===== src/sema_mbox_pkg.sv =====
// constants shared by the semaphore and mailbox block
// ****************************************************************
// Notes on behaviour
// - there are eight independent semaphores, each a one-bit state in bit 0 with upper bits read as zero.
// - reading a semaphore returns its state and, when it was free, takes it in the same access.
// - writing a zero to a semaphore's state releases it.
// - state zero means free, one means held, and every semaphore leaves reset free.
// - the summary register shows all eight semaphore states, one bit each, tracking every change.
// - reading the summary takes no semaphore and is only a snapshot.
// - two 32-bit mailboxes are freely read and written by both cores with no side effect on them.
// - either core may raise the interrupt aimed at either core.
// - the main core interrupt is high while its request bit and its enable bit are both one.
// - the auxiliary core interrupt is high while its request bit and its enable bit are both one.
// - the peripheral reset control returns every semaphore, mailbox and interrupt field to reset.
// - system, soft and power-on resets also return every field to its reset value.
// ****************************************************************
package sema_mbox_pkg;

	// ****************************************************************
	// sizes
	// ****************************************************************
	localparam int          ADDR_W   = 9;
	localparam int          DATA_W   = 32;
	localparam int          NUM_SEM  = 8;
	localparam int          NUM_EV   = 3;

	// ****************************************************************
	// register offsets (byte addresses)
	// ****************************************************************
	localparam logic [8:0]  OFF_SEM [NUM_SEM] = '{9'h000, 9'h004, 9'h008, 9'h00C,
	                                              9'h010, 9'h014, 9'h018, 9'h020};
	localparam logic [8:0]  OFF_IRQ_MAIN   = 9'h040;
	localparam logic [8:0]  OFF_MBOX0      = 9'h044;
	localparam logic [8:0]  OFF_IRQ_AUX    = 9'h048;
	localparam logic [8:0]  OFF_MBOX1      = 9'h04C;
	localparam logic [8:0]  OFF_SUMMARY    = 9'h100;
	localparam logic [8:0]  OFF_INT_STATUS = 9'h104;
	localparam logic [8:0]  OFF_INT_MASK   = 9'h108;

	// ****************************************************************
	// field positions
	// ****************************************************************
	localparam int          SEM_STATE_BIT = 0;
	localparam int          IRQ_EN_BIT    = 0;
	localparam int          IRQ_REQ_BIT   = 16;
	localparam int          EV_MBOX0      = 0;
	localparam int          EV_MBOX1      = 1;
	localparam int          EV_SEM_FREE   = 2;

	// ****************************************************************
	// reset values
	// ****************************************************************
	localparam logic [31:0] MBOX_RST      = 32'h0000_0000;
	localparam logic        SEM_RST       = 1'b0;
	localparam logic        IRQ_BIT_RST   = 1'b0;
	localparam logic [2:0]  EV_RST        = 3'h0;
	localparam logic [31:0] RDATA_RST     = 32'h0000_0000;

endpackage


===== src/sema_cell.sv =====
// one hardware semaphore bit with two-port take and release
`timescale 1ns/1ns
module sema_cell
	import sema_mbox_pkg::*;
(
	input  wire logic core_clk_in,
	input  wire logic rst_n_in,
	input  wire logic clr_in,
	input  wire logic take_main_in,
	input  wire logic take_aux_in,
	input  wire logic free_main_in,
	input  wire logic free_aux_in,
	output logic      view_main_out,
	output logic      view_aux_out,
	output logic      held_out
);

	typedef struct packed {
		logic held;
	} cell_s;

	cell_s st_r;
	cell_s st_nxt;

	// take beats release so a reader never sees zero without owning it
	always_comb begin
		st_nxt = st_r;
		if (clr_in) begin
			st_nxt.held = SEM_RST;
		end else if ((take_main_in || take_aux_in) && !st_r.held) begin
			st_nxt.held = 1'b1;
		end else if (free_main_in || free_aux_in) begin
			st_nxt.held = 1'b0;
		end
	end

	always_ff @(posedge core_clk_in or negedge rst_n_in) begin
		if (!rst_n_in) begin
			st_r.held <= SEM_RST;
		end else begin
			st_r <= st_nxt;
		end
	end

	// main port wins a same-cycle race: aux sees the bit main just took
	assign view_main_out = st_r.held;
	assign view_aux_out  = st_r.held | take_main_in;
	assign held_out      = st_r.held;

endmodule


===== src/sema_mbox.sv =====
// semaphore, mailbox and cross-core interrupt block with two register ports
`timescale 1ns/1ns
module sema_mbox
	import sema_mbox_pkg::*;
(
	input  wire logic              core_clk_in,
	input  wire logic              rst_n_in,
	input  wire logic              soft_rst_in,
	input  wire logic              periph_rst_in,
	input  wire logic [ADDR_W-1:0] main_addr_in,
	input  wire logic [DATA_W-1:0] main_wdata_in,
	input  wire logic              main_wr_in,
	input  wire logic              main_rd_in,
	output logic      [DATA_W-1:0] main_rdata_out,
	input  wire logic [ADDR_W-1:0] aux_addr_in,
	input  wire logic [DATA_W-1:0] aux_wdata_in,
	input  wire logic              aux_wr_in,
	input  wire logic              aux_rd_in,
	output logic      [DATA_W-1:0] aux_rdata_out,
	output logic                   main_core_irq_out,
	output logic                   aux_core_irq_out,
	output logic                   event_irq_out
);

	// ****************************************************************
	// state
	// ****************************************************************
	typedef struct packed {
		logic [DATA_W-1:0] mbox0;
		logic [DATA_W-1:0] mbox1;
		logic              irq_main_en;
		logic              irq_main_req;
		logic              irq_aux_en;
		logic              irq_aux_req;
		logic [NUM_EV-1:0] ev_status;
		logic [NUM_EV-1:0] ev_mask;
		logic [DATA_W-1:0] main_rdata;
		logic [DATA_W-1:0] aux_rdata;
	} regs_s;

	regs_s st_r;
	regs_s st_nxt;

	logic               clr;
	logic [NUM_SEM-1:0] main_take;
	logic [NUM_SEM-1:0] aux_take;
	logic [NUM_SEM-1:0] main_free;
	logic [NUM_SEM-1:0] aux_free;
	logic [NUM_SEM-1:0] view_main;
	logic [NUM_SEM-1:0] view_aux;
	logic [NUM_SEM-1:0] held;
	logic [NUM_EV-1:0]  ev_set;
	logic [NUM_EV-1:0]  ev_clr;

	// ****************************************************************
	// decode helpers
	// ****************************************************************
	// one-hot hit on the semaphore registers; offsets are not evenly spaced
	function automatic logic [NUM_SEM-1:0] sem_hit(input logic [ADDR_W-1:0] a);
		logic [NUM_SEM-1:0] h;
		h = '0;
		for (int i = 0; i < NUM_SEM; i++) begin
			h[i] = (a == OFF_SEM[i]);
		end
		return h;
	endfunction

	// read value of any register; view holds the semaphore bits this port sees
	function automatic logic [DATA_W-1:0] rd_mux(input logic [ADDR_W-1:0] a,
	                                             input logic [NUM_SEM-1:0] view,
	                                             input logic [NUM_SEM-1:0] summ,
	                                             input regs_s s);
		logic [DATA_W-1:0] d;
		logic [NUM_SEM-1:0] h;
		d = '0;
		h = sem_hit(a);
		if (|h) begin
			d[SEM_STATE_BIT] = |(h & view);
		end else begin
			unique case (a)
				OFF_IRQ_MAIN: begin
					d[IRQ_EN_BIT]  = s.irq_main_en;
					d[IRQ_REQ_BIT] = s.irq_main_req;
				end
				OFF_IRQ_AUX: begin
					d[IRQ_EN_BIT]  = s.irq_aux_en;
					d[IRQ_REQ_BIT] = s.irq_aux_req;
				end
				OFF_MBOX0:      d = s.mbox0;
				OFF_MBOX1:      d = s.mbox1;
				OFF_SUMMARY:    d[NUM_SEM-1:0] = summ;
				OFF_INT_STATUS: d[NUM_EV-1:0] = s.ev_status;
				OFF_INT_MASK:   d[NUM_EV-1:0] = s.ev_mask;
				default:        d = '0;
			endcase
		end
		return d;
	endfunction

	// ****************************************************************
	// semaphore bank
	// ****************************************************************
	// soft and peripheral resets act synchronously on the whole block
	assign clr       = soft_rst_in | periph_rst_in;
	assign main_take = {NUM_SEM{main_rd_in}} & sem_hit(main_addr_in);
	assign aux_take  = {NUM_SEM{aux_rd_in}} & sem_hit(aux_addr_in);
	assign main_free = {NUM_SEM{main_wr_in & ~main_wdata_in[SEM_STATE_BIT]}}
	                   & sem_hit(main_addr_in);
	assign aux_free  = {NUM_SEM{aux_wr_in & ~aux_wdata_in[SEM_STATE_BIT]}}
	                   & sem_hit(aux_addr_in);

	generate
		for (genvar g = 0; g < NUM_SEM; g++) begin : g_sem
			sema_cell u_cell (
				.core_clk_in   (core_clk_in),
				.rst_n_in      (rst_n_in),
				.clr_in        (clr),
				.take_main_in  (main_take[g]),
				.take_aux_in   (aux_take[g]),
				.free_main_in  (main_free[g]),
				.free_aux_in   (aux_free[g]),
				.view_main_out (view_main[g]),
				.view_aux_out  (view_aux[g]),
				.held_out      (held[g])
			);
		end
	endgenerate

	// ****************************************************************
	// events
	// ****************************************************************
	// mailbox writes and semaphore releases are the notifiable events
	always_comb begin
		ev_set = '0;
		ev_set[EV_MBOX0] = (main_wr_in && main_addr_in == OFF_MBOX0) ||
		                   (aux_wr_in && aux_addr_in == OFF_MBOX0);
		ev_set[EV_MBOX1] = (main_wr_in && main_addr_in == OFF_MBOX1) ||
		                   (aux_wr_in && aux_addr_in == OFF_MBOX1);
		ev_set[EV_SEM_FREE] = |(held & (main_free | aux_free));
		ev_clr = '0;
		if (main_wr_in && main_addr_in == OFF_INT_STATUS) begin
			ev_clr = ev_clr | main_wdata_in[NUM_EV-1:0];
		end
		if (aux_wr_in && aux_addr_in == OFF_INT_STATUS) begin
			ev_clr = ev_clr | aux_wdata_in[NUM_EV-1:0];
		end
	end

	// ****************************************************************
	// register file
	// ****************************************************************
	// aux write applied first so main wins a same-register collision;
	// software is expected to avoid such collisions on the mailboxes
	always_comb begin
		st_nxt = st_r;
		if (aux_wr_in) begin
			unique case (aux_addr_in)
				OFF_MBOX0:    st_nxt.mbox0 = aux_wdata_in;
				OFF_MBOX1:    st_nxt.mbox1 = aux_wdata_in;
				OFF_IRQ_MAIN: begin
					st_nxt.irq_main_en  = aux_wdata_in[IRQ_EN_BIT];
					st_nxt.irq_main_req = aux_wdata_in[IRQ_REQ_BIT];
				end
				OFF_IRQ_AUX: begin
					st_nxt.irq_aux_en  = aux_wdata_in[IRQ_EN_BIT];
					st_nxt.irq_aux_req = aux_wdata_in[IRQ_REQ_BIT];
				end
				OFF_INT_MASK: st_nxt.ev_mask = aux_wdata_in[NUM_EV-1:0];
				default: ;
			endcase
		end
		if (main_wr_in) begin
			unique case (main_addr_in)
				OFF_MBOX0:    st_nxt.mbox0 = main_wdata_in;
				OFF_MBOX1:    st_nxt.mbox1 = main_wdata_in;
				OFF_IRQ_MAIN: begin
					st_nxt.irq_main_en  = main_wdata_in[IRQ_EN_BIT];
					st_nxt.irq_main_req = main_wdata_in[IRQ_REQ_BIT];
				end
				OFF_IRQ_AUX: begin
					st_nxt.irq_aux_en  = main_wdata_in[IRQ_EN_BIT];
					st_nxt.irq_aux_req = main_wdata_in[IRQ_REQ_BIT];
				end
				OFF_INT_MASK: st_nxt.ev_mask = main_wdata_in[NUM_EV-1:0];
				default: ;
			endcase
		end
		// new events win over a write-one clear in the same cycle
		st_nxt.ev_status = (st_r.ev_status & ~ev_clr) | ev_set;
		// read data lives one cycle only, zero otherwise
		st_nxt.main_rdata = main_rd_in ? rd_mux(main_addr_in, view_main, held, st_r) : RDATA_RST;
		st_nxt.aux_rdata  = aux_rd_in  ? rd_mux(aux_addr_in, view_aux, held, st_r)   : RDATA_RST;
		if (clr) begin
			st_nxt.mbox0        = MBOX_RST;
			st_nxt.mbox1        = MBOX_RST;
			st_nxt.irq_main_en  = IRQ_BIT_RST;
			st_nxt.irq_main_req = IRQ_BIT_RST;
			st_nxt.irq_aux_en   = IRQ_BIT_RST;
			st_nxt.irq_aux_req  = IRQ_BIT_RST;
			st_nxt.ev_status    = EV_RST;
			st_nxt.ev_mask      = EV_RST;
			st_nxt.main_rdata   = RDATA_RST;
			st_nxt.aux_rdata    = RDATA_RST;
		end
	end

	always_ff @(posedge core_clk_in or negedge rst_n_in) begin
		if (!rst_n_in) begin
			st_r.mbox0        <= MBOX_RST;
			st_r.mbox1        <= MBOX_RST;
			st_r.irq_main_en  <= IRQ_BIT_RST;
			st_r.irq_main_req <= IRQ_BIT_RST;
			st_r.irq_aux_en   <= IRQ_BIT_RST;
			st_r.irq_aux_req  <= IRQ_BIT_RST;
			st_r.ev_status    <= EV_RST;
			st_r.ev_mask      <= EV_RST;
			st_r.main_rdata   <= RDATA_RST;
			st_r.aux_rdata    <= RDATA_RST;
		end else begin
			st_r <= st_nxt;
		end
	end

	// ****************************************************************
	// outputs
	// ****************************************************************
	// core interrupt lines are plain ands of flops and the event line an or of such ands, so they never glitch on bus activity
	assign main_rdata_out    = st_r.main_rdata;
	assign aux_rdata_out     = st_r.aux_rdata;
	assign main_core_irq_out = st_r.irq_main_en & st_r.irq_main_req;
	assign aux_core_irq_out  = st_r.irq_aux_en & st_r.irq_aux_req;
	assign event_irq_out     = |(st_r.ev_status & st_r.ev_mask);

	logic main_sem_rd;
	logic aux_sem_rd;
	logic main_takes_free;
	logic same_sem;
	assign main_sem_rd     = main_rd_in && |sem_hit(main_addr_in);
	assign aux_sem_rd      = aux_rd_in && |sem_hit(aux_addr_in);
	assign main_takes_free = |(main_take & ~held);
	assign same_sem        = main_addr_in == aux_addr_in;

	logic aux_takes_free;
	logic main_reads_held;
	logic sem_quiet;
	// aux take only counts when main is not racing it for the same bit
	assign aux_takes_free  = |(aux_take & ~held & ~main_take);
	assign main_reads_held = |(main_take & held);
	assign sem_quiet       = !clr && main_take == '0 && aux_take == '0
	                         && main_free == '0 && aux_free == '0;
endmodule


===== config.mk =====
export PLATFORM = sky130hd
export DESIGN_NAME = sema_mbox
export DESIGN_NICKNAME = d
export VERILOG_FILES = /design/src/sema_mbox_pkg.sv /design/src/sema_cell.sv /design/src/sema_mbox.sv
export SDC_FILE = /design/constraint.sdc
export NUM_CORES = 1
export LEC_CHECK = 0
export ABC_CLOCK_PERIOD_IN_PS = 1300
export BUFFER_PORTS_ARGS = -buffer_cell sky130_fd_sc_hd__buf_2
export CORE_UTILIZATION = 25
export CTS_BUF_LIST = sky130_fd_sc_hd__clkbuf_8
export CTS_CLUSTER_DIAMETER = 200
export DETAILED_ROUTE_END_ITERATION = 10
export PLACE_DENSITY = 0.51
export SLEW_MARGIN = 20
export SYNTH_ARGS = -nofsm -noshare
export SYNTH_HDL_FRONTEND = slang
export SYNTH_SLANG_ARGS = --single-unit

===== constraint.sdc =====
create_clock -name core_clk_in -period 1.3 [get_ports core_clk_in]
set_input_delay 0 -clock core_clk_in [delete_from_list [all_inputs] [get_ports core_clk_in]]
set_output_delay 0 -clock core_clk_in [all_outputs]
set_load 0.02 [all_outputs]

# [After elaboration in Yosys (flattened, before gate mapping)]
# Cells that the tools add are included.
[op_classes] eq_ne=28 n_bitwise=28 n_mux=59 n_reduce_logical=56
[op_table] op="$mux W32" n=6
[op_table] op="$mux W138" n=1
[op_table] op="$mux W68" n=2
[op_table] op="$eq A9 B7 Y1 const B" n=8
[op_table] op="$mux W31" n=2
[op_table] op="$pmux W15 S2" n=2
[op_table] op="$and A8 B8 Y8" n=7
[op_table] op="$eq A9 B5 Y1 const B" n=6
[op_table] op="$eq A9 B9 Y1 const B" n=6
[op_table] op="$reduce_or A8 Y1" n=5
[op_table] op="$eq A9 B4 Y1 const B" n=4
[op_table] op="$pmux W8 S2" n=2
[op_table] op="$pmux W5 S3" n=2
[op_table] op="$mux W1" n=26
[op_table] op="$reduce_bool A3 Y1" n=8
[op_table] op="$pmux W2 S5" n=2
[op_table] op="$eq A9 B3 Y1 const B" n=2
[op_table] op="$eq A9 B6 Y1 const B" n=2
[op_table] op="$logic_not A9 Y1" n=2
[op_table] op="$logic_or A1 B1 Y1" n=18
[op_table] op="$mux W3" n=6
[op_table] op="$logic_and A1 B1 Y1" n=14
[op_table] op="$pmux W1 S7" n=2
[op_table] op="$or A1 B1 Y1" n=9
[op_table] op="other kinds (10)" n=27
[totals] word_cells=189 regBits=146 input_bits=90

# [Longest topological paths before layout]
# Gate-level depths: netlist of run 1.
[depth] ltp_word=9 mapped_depth=8 depth_no_buf=5

# [Modules after synthesis]
# Synthesis of run 1 repeated with hierarchy kept, for this count alone.
[unflattened] hier_cells=953 area_unflattened_um2=8541.9
[by_module_without_submodules] mod="sema_mbox" n_inst=1 cells_per_inst=905 area_each_um2=8051.5
[by_module_without_submodules] mod="sema_cell" n_inst=8 cells_per_inst=6 area_each_um2=61.3

# [Least setup slack after synthesis of run 1]
# No wires, ideal clock.
[synth_path] path_kind="input port to flip-flop" startpoint="input main_addr_in[7]" endpoint="register st_r[69] in the netlist's numbering" arrival_time_ns=1.573 stages=7 setup_time_ns=0.143 path_slack_ns=-0.416 cell_sequence="buf_2 nor4_2 and3_1 buf_2 nand4_1 a2111oi_0 a31oi_1"
[synth_lines] item="start: declaration" line_no="sema_mbox.sv:10" source="input wire logic [ADDR_W-1:0] main_addr_in,"
[synth_lines] item="end signal: assignment" line_no="sema_mbox.sv:220" source="st_r <= st_nxt;"
[synth_lines] item="end: declaration" line_no="sema_mbox.sv:41" source="regs_s st_r;"

# [Worst setup path after layout of run 1]
[layout_path] startpoint="register st_r[69] in the netlist's numbering" endpoint="output event_irq_out"
[layout_via] elab_chain_cells=2
[layout_lines] item="$and A3 B3 Y3" line_no="sema_mbox.sv:232" source="assign event_irq_out = |(st_r.ev_status & st_r.ev_mask);"
[layout_lines] item="$reduce_or A3 Y1" line_no="sema_mbox.sv:232"
[layout_lines] item="end: declaration" line_no="sema_mbox.sv:22" source="output logic event_irq_out"
# No other way between the ends.

==> results of run 1 <==
-- registers in the layout, indices dropped and copies added (netlist names) --
signal	flops
g_sem.u_cell.held_out	8
st_r	74
main_rdata_out	32
aux_rdata_out	32
-- through the flow --
| step | TNS, ps | utilization [%] | cell area [µm²] | hold slack, ps | cells |
|---|---|---|---|---|---|
| 5_1_grt | -1230 | 35.7 | 11000 | 37.2 | 1532 |
| 2_1_floorplan | -18910 | - | 8150 | -296 | 882 |
| 3_3_place_gp | -45770 | 31.5 | 9730 | -85.1 | 1424 |
| 6_report | -903 | 35.7 | 11000 | 48.2 | 1532 |
| 3_5_place_dp | -48610 | 31.5 | 9730 | -87.0 | 1424 |
| 4_1_cts | -918 | 35.2 | 10900 | 13.4 | 1528 |
-- critical path, cell delays in order (launching register included) --
cell and delay (ps):
dfrtp_1 420, buf_6 130, a222oi_1 470, buf_4 200, inv_2 30, buf_6 120
-- logic make-up after synthesis --
logic type      after synthesis  share of synthesized area [%]
simple gates                369                           21.3
compound gates              207                           20.3
flops                       146                           46.0
buf+inv                     145                           10.1
mux                          15                           2.38
-- routing by layer --
| layer | wire (µm) | vias up |
|---|---|---|
| met2 | 13700 | 303 |
| met4 | 289 | 0 |
| met5 | 0 | - |
| li1 | - | 3671 |
| met3 | 1690 | 20 |
| met1 | 12800 | 3857 |
-- final timing paths --
kind / start / to / slack (ps) / cells past startpoint
hold / removal: soft_rst_in / g_sem[6].u_cell.held_out / 50 / 6
min in group asynchronous: rst_n_in / main_rdata_out[5] / 520 / 3
max in group asynchronous: rst_n_in / aux_rdata_out[14] / 220 / 4
setup / recovery: st_r[69] / event_irq_out / -520 / 5
hold reg to reg: st_r[112] / main_rdata_out[6] / 570 / 2
setup reg to reg: st_r[106] / aux_rdata_out[0] / -180 / 4
-- layout make-up --
cell class | instances | area [µm²]
sequential | 146 | 3650
clock inverter | 15 | 141
multi-input combinational | 591 | 3680
inverter | 4 | 15.0
tap | 396 | 495
clock buffer | 17 | 234
timing repair buffer | 363 | 2810
fill | 3200 | 19900
-- power by group through the flow --
stage	Sequential, µW	Clock (µW)	Combinational [µW]
after floorplan	4630	0	246
after global placement	4630	0	850
after detailed placement	4630	0	848
after CTS	4540	3640	1010
after global routing	4540	3830	1090
final	4540	3520	1010
-- repair_timing --
item                                   4_1_cts  5_1_grt
pin swaps                                    3        6
endpoints found under the hold margin      226        0
gates resized for setup                     20       19
setup buffers                                3        3
gates cloned                                 0        1
setup endpoints to repair                    6       27
hold buffers                                69        0
-- placed cells by master (no fill, tap or decap), types with 6 or more instances in the layout --
| cell | netlist | layout |
|---|---|---|
| buf_2 | 13 | 152 |
| dfrtp_1 | 146 | 146 |
| nor2_1 | 133 | 132 |
| buf_4 | 64 | 113 |
| nand2_1 | 93 | 90 |
| nand3_1 | 83 | 82 |
| dlygate4sd3_1 | 0 | 69 |
| a311oi_1 | 64 | 61 |
| a22oi_1 | 58 | 56 |
| clkbuf_8 | 0 | 17 |
| buf_12 | 0 | 17 |
| nand4_1 | 15 | 15 |
| a21oi_1 | 13 | 13 |
| mux2i_1 | 11 | 11 |
| a211oi_1 | 12 | 11 |
| nor3_1 | 10 | 10 |
| buf_6 | 0 | 10 |
| o21ai_0 | 10 | 9 |
| nor2b_1 | 8 | 8 |
| a31oi_1 | 7 | 7 |
| a222oi_1 | 6 | 6 |
| inv_6 | 0 | 6 |
==> impl_metrics.toml, run 1 <==
[status]
status = "complete, but fails checks"
violations = "negative setup slack"

[grt]
grt_pass1_wl_um = 44700
grt.overflow.total = 0
use_met2_pct = 28.6
grtUsageMet1_pct = 23.6
top_usage_layer = "met2"
met3_usage_pct = 3.88
grt_pass1_vias = 7958
grt_max_degree = 48
grtUsageTotal_pct = 17.6
antenna_found_initial = 0

[clock_tree]
clockBufferDepth = 2
cts_root_buf = "clkbuf_8"
cts-htree-levels = 4
cts_buffers = 17
clkLatencyLatePin_ps = 460
clkSlewWorstSetupHoldPaths_ps = 100
cts.sinks = 146
cts_tree = "done"

[synth]
synth.avg_cell_area_um2 = 9.01
yosys-top-cells-count = "dfrtp_1 (146), nor2_1 (133), nand2_1 (93)"
async_flop_share_pct = 100
yosysSeqAreaShare_pct = 46.0
synth_most_common_cell = "dfrtp_1"
synthTopCellsByArea = "dfrtp_1 (46%), a311oi_1 (7.1%), nor2_1 (6.3%)"
synth_nets = 972
synthesis.area_um2 = 7950
syn-instance-count = 882
synth_edf_count = 0
ys_warn_count = 0
yosysTopAreaCell = "dfrtp_1"
synth_top_area_share_pct = 46.0
ys_ff_latch = 146
synth_cell_type_count = 50
synth_ff_type = "dfrtp_1"

[power_and_ir_drop]
comb_power_share_pct = 11.2
p_leak_uw = 0.00472
seqPwrFrac_pct = 50.0
clockPowerShare_pct = 38.8
switching_share_pct = 29.5
peakVddDrop_mv = 0.520
p_switching_uw = 2680
total_power_uw = 9080
internal-power_uw = 6400
p_per_area_nw_per_um2 = 824

[floorplan]
die-area_um2 = 32500
fp-row-count = 64
die_w_um = 180
core_area_um2 = 30900
fp.dieH_um = 180
ios = 157
start_util_pct = 25.7

[drt]
firstDrtPassIters = 6
vias_per_cell = 5.12
drtIter0Drc = 783
antenna_left = 0
routed_wl_um = 28500
drc = 0
vias = 7851
wl_per_cell_um = 18.6

[placement]
place.gp.congestion = 0.847
dp_hpwl_um = 19500
dp_slack_ps = -473
port_buffers = 156

[worst_setup_path]
critPathCaptureType = "output port"
start_kind = "flip-flop"
crit_type = "flip-flop to output port"
cp.required_ps = 1300
path_max_fanout = 2
crit_arrival_ps = 1820

[sta]
tightest_slew_ps = 482
max_freq_mhz = 548
finalHoldViolCount = 0
slew_headroom_pct = 67.8
rsz0062_at_grt = "true"
fin_crit_ps = 1820
skew_ps = 14.3
layout_setup_ws_ps = -524
setup_viol = 4
drv_slew = 0
period_share_pct = 140

[hold_path]
hold_path_class = "input port to flip-flop"

[final_layout]
layout-area-overhead-vs-synth_pct = 38.6
drive_gt1_share_pct = 32.3
fin_nets = 1213
diodes = 0

[flow_run]
max_cap_violations = 0
Note: power is estimated with default switching activity, not from simulation.
==> run 2: changes to the inputs <==
- SKIP_CTS_REPAIR_TIMING: not set -> 1
==> impl_metrics.toml, run 2 (same netlist as run 1, synthesis figures left out) <==
[clock_tree]
cts_tree = "done"
clockBufferDepth = 2
cts_root_buf = "clkbuf_8"
cts-htree-levels = 4
cts_buffers = 17
clkSlewWorstSetupHoldPaths_ps = 100
cts.sinks = 146
clkLatencyLatePin_ps = 470

[final_layout]
layout-area-overhead-vs-synth_pct = 38.1
layout_commonest_cell = "buf_2"
fin_nets = 1209
regMostFlops = "st_r"
drive_gt1_share_pct = 32.2
post-route-util_pct = 35.5
largest_register_ffs = 74
design_area_um2 = 11000
final_cell_mix = "buf_2 (152), dfrtp_1 (146), nor2_1 (132), buf_4 (112), nand2_1 (90)"
diodes = 0

[power_and_ir_drop]
p_per_area_nw_per_um2 = 828
clockPowerShare_pct = 38.9
comb_power_share_pct = 11.2
peakVddDrop_mv = 0.531
p_switching_uw = 2690
p_leak_uw = 0.00469
total_power_uw = 9090
switching_share_pct = 29.6
internal-power_uw = 6400
seqPwrFrac_pct = 50.0

[hold_path]
whs_endpoint = "g_sem[7].u_cell.held_out"
hold_path_class = "input port to flip-flop"
hp-start = "aux_addr_in[4]"
min_delay_path_depth = 5

[sta]
slew_headroom_pct = 67.7
skew_ps = 14.4
drv_slew = 0
rsz0062_at_grt = "true"
fin_crit_ps = 1860
setup_viol = 3
tns_ps = -898
max_freq_mhz = 539
finalHoldViolCount = 1
whs_ps = -14.7
layout_setup_ws_ps = -557
period_share_pct = 143
tightest_slew_ps = 485

[floorplan]
fp-row-count = 64
die-area_um2 = 32500
ios = 157
die_w_um = 180
fp.dieH_um = 180
core_area_um2 = 30900
start_util_pct = 25.7

[status]
violations = "negative hold slack, negative setup slack"
status = "complete, but fails checks"

[placement]
placed_cell_area_um2 = 9730
port_buffers = 156
dp_hpwl_um = 19500
place.gp.congestion = 0.847

[drt]
wl_per_cell_um = 18.6
routed_wl_um = 28500
drc = 0
antenna_left = 0
vias_per_cell = 5.11
firstDrtPassIters = 5
vias = 7813
drtIter0Drc = 780

[grt]
antenna_found_initial = 0
grt_max_degree = 48
grt.overflow.total = 0
grt_pass1_vias = 7575
grt_pass1_wl_um = 43600
grtUsageTotal_pct = 17.2

[worst_setup_path]
start_kind = "flip-flop"
r2r_start = "st_r[73]"
path_max_fanout = 3
crit_chain = "buf_6 -> a222oi_1 -> buf_4 -> inv_2 -> buf_6"
critical_path_depth = 5
crit_type = "flip-flop to output port"
path_buf_inv = 4
rr_worst_depth = 4
critPathCaptureType = "output port"
critPathMostFrequentCell = "buf_6"
r2r_slack_ps = -180
timing.critical_path.max_delay_family = "compound AO/OA/AOI/OAI gates"
slowest_delay_ps = 490
slowest_stage = "a222oi_1"
crit_arrival_ps = 1860
cp.required_ps = 1300
r2r_end = "aux_rdata_out[0]"

[flow_run]
max_cap_violations = 0
-- run 2: metrics by stage --
step | setup slack [ps] | hold slack [ps] | std cells
2_1_floorplan | -257 | -296 | 882
3_3_place_gp | -438 | -85.1 | 1424
3_5_place_dp | -473 | -87.0 | 1424
6_report | -557 | -14.7 | 1528
4_1_cts | -619 | -618 | 1456
5_1_grt | -586 | 2.11 | 1528
-- run 2: worst max path at each step --
stage,from,to
2_1_floorplan,aux_addr_in[3],st_r[133]
3_3_place_gp,main_addr_in[5],aux_rdata_out[0]
3_5_place_dp,aux_addr_in[7],st_r[136]
4_1_cts,st_r[69],event_irq_out
5_1_grt,st_r[69],event_irq_out
6_report,st_r[69],event_irq_out
-- run 2: power groups by stage --
stage / logic, µW / registers (µW) / clock network (µW)
CTS: 849 / 4540 / 3640
detailed placement: 848 / 4630 / 0
global route: 1090 / 4540 / 3830
floorplan: 246 / 4630 / 0
finish: 1010 / 4540 / 3530
global placement: 850 / 4630 / 0
-- run 2: layout make-up --
class	count	area, µm²
inverter	4	15.0
timing repair buffer	359	2770
tap	396	495
clock inverter	15	141
multi-input combinational	591	3670
clock buffer	17	234
sequential	146	3650
fill	3212	19900
-- run 2: per-layer routing --
metal	GRT usage (%)	part of all wire, %	up-vias
met5	0	0	-
met4	4.48	1.2	0
met3	3.80	5.5	26
met2	27.5	48	303
met1	23.4	46	3821
li1	-	-	3663
-- run 2: worst register-to-register path: cells and delay by family, from the launching register on --
kind	cells	cell delay, ps
mux	1	480
flops	1	430
compound gates	3	450
==> run 3: changes to the inputs <==
- ABC_CLOCK_PERIOD_IN_PS: 1300 -> 2250
- PLACE_DENSITY: 0.51 -> not set
- clock period: 1.3 -> 2.25 ns (I/O delays scaled with it)
==> impl_metrics.toml, run 3 (same netlist as run 1, synthesis figures left out) <==
[status]
status = "complete, but fails checks"
violations = "negative hold slack"

[worst_setup_path]
rr_worst_depth = 4
r2r_slack_ps = 650
r2r_end = "aux_rdata_out[0]"
crit_type = "input port to flip-flop"
r2r_start = "g_sem[4].u_cell.held_out"
cp.required_ps = 2630
crit_arrival_ps = 2550
start_kind = "input port"
path_max_fanout = 33
critPathCaptureType = "flip-flop"

[power_and_ir_drop]
p_per_area_nw_per_um2 = 514
total_power_uw = 5310
p_leak_uw = 0.00438
peakVddDrop_mv = 0.301

[floorplan]
fp-row-count = 64
ios = 157
die-area_um2 = 32500
core_area_um2 = 30900
fp.dieH_um = 180
die_w_um = 180
start_util_pct = 25.7

[sta]
max_freq_mhz = 461
skew_ps = 15.9
drv_slew = 0
tightest_slew_ps = 957
period_share_pct = 96.4
setup_viol = 0
slew_headroom_pct = 36.2
finalHoldViolCount = 1
whs_ps = -4.72
fin_crit_ps = 2170

[clock_tree]
cts_tree = "done"
clkLatencyLatePin_ps = 460
cts-htree-levels = 4
clkSlewWorstSetupHoldPaths_ps = 90
cts_buffers = 17
cts.sinks = 146
cts_root_buf = "clkbuf_8"
clockBufferDepth = 2

[final_layout]
design_area_um2 = 10300
nFillCells = 3182
final_cell_mix = "buf_2 (155), dfrtp_1 (146), nor2_1 (133), dlygate4sd3_1 (107), nand2_1 (91)"
drive_gt1_share_pct = 22.5
post-route-util_pct = 33.4
layout-area-overhead-vs-synth_pct = 29.8
regMostFlops = "st_r"
diodes = 0
layout_commonest_cell = "buf_2"
fin_nets = 1152
largest_register_ffs = 74
fin_cells = 1470

[placement]
placedCellCount = 1332
dp_hpwl_um = 18000
place.gp.congestion = 0.864
placed_cell_area_um2 = 8850
port_buffers = 156

[hold_path]
min_delay_path_depth = 4
hold_path_class = "input port to flip-flop"
whs_endpoint = "g_sem[0].u_cell.held_out"
hp-start = "aux_addr_in[8]"

[grt]
grt.overflow.total = 0
antenna_found_initial = 1
grt_pass1_vias = 7066
grtUsageTotal_pct = 16.3
grt_max_degree = 64
grt_pass1_wl_um = 41600

[drt]
routed_wl_um = 27600
vias = 7823
firstDrtPassIters = 6
antenna_left = 0
vias_per_cell = 5.32
drc = 0
wl_per_cell_um = 18.8
drtIter0Drc = 1098

[flow_run]
max_cap_violations = 0
[run 3: changes by cell type in the layout (fill, tap and decap cells not counted), sizes merged]
cell	delta
buf	-95
dlygate4sd3	+39
inv	-6
clkinv	+4
bufinv	+3
clkinvlp	-2
clkbuf	-1
[run 3: power by group]
group,internal (µW),switching [µW]
logic,202,297
registers,2620,1.04
clock network,1090,1100
[run 3: worst max-delay path, cell delays in order]
cell and delay (ps):
dlygate4sd3_1 530, buf_2 150, nand2b_1 230, nor3_4 90
nand2_1 80, buf_4 410, nand2_1 110, a311oi_1 330
dlygate4sd3_1 610
[run 3: through the flow]
step / setup TNS (ps) / setup slack [ps] / hold slack (ps)
floorplan: 0 / 534 / -296
global placement: 0 / 306 / 29.1
detailed placement: 0 / 183 / 42.5
CTS: 0 / 515 / -469
global route: -39.2 / -22.4 / 15.2
finish: 0 / 80.2 / -4.72
[run 3: final cells by class]
type	instances	area (µm²)	share of cell area, %
multi-input combinational	591	3520	34.1
sequential	146	3650	35.4
clock inverter	14	166	1.61
tap	396	495	4.80
inverter	4	15.0	0.145
timing repair buffer	302	2240	21.7
clock buffer	17	234	2.27
[run 3: worst max-delay path by stage]
stage                          from             to  slack, ps  cells past startpoint
CTS                        st_r[66]  event_irq_out        520                      3
floorplan           main_addr_in[7]       st_r[69]        530                      7
finish               aux_addr_in[6]       st_r[80]         80                      9
global route         aux_addr_in[6]       st_r[95]        -20                      9
detailed placement   aux_addr_in[1]      st_r[122]        180                      6
global placement     aux_addr_in[1]      st_r[106]        310                      6
[run 3: metal layers]
metal / global-route usage [%] / wire length [µm]
met5: 0 / 8
met2: 25.3 / 12900
met1: 22.6 / 12200
met3: 3.54 / 2020
met4: 5.16 / 499
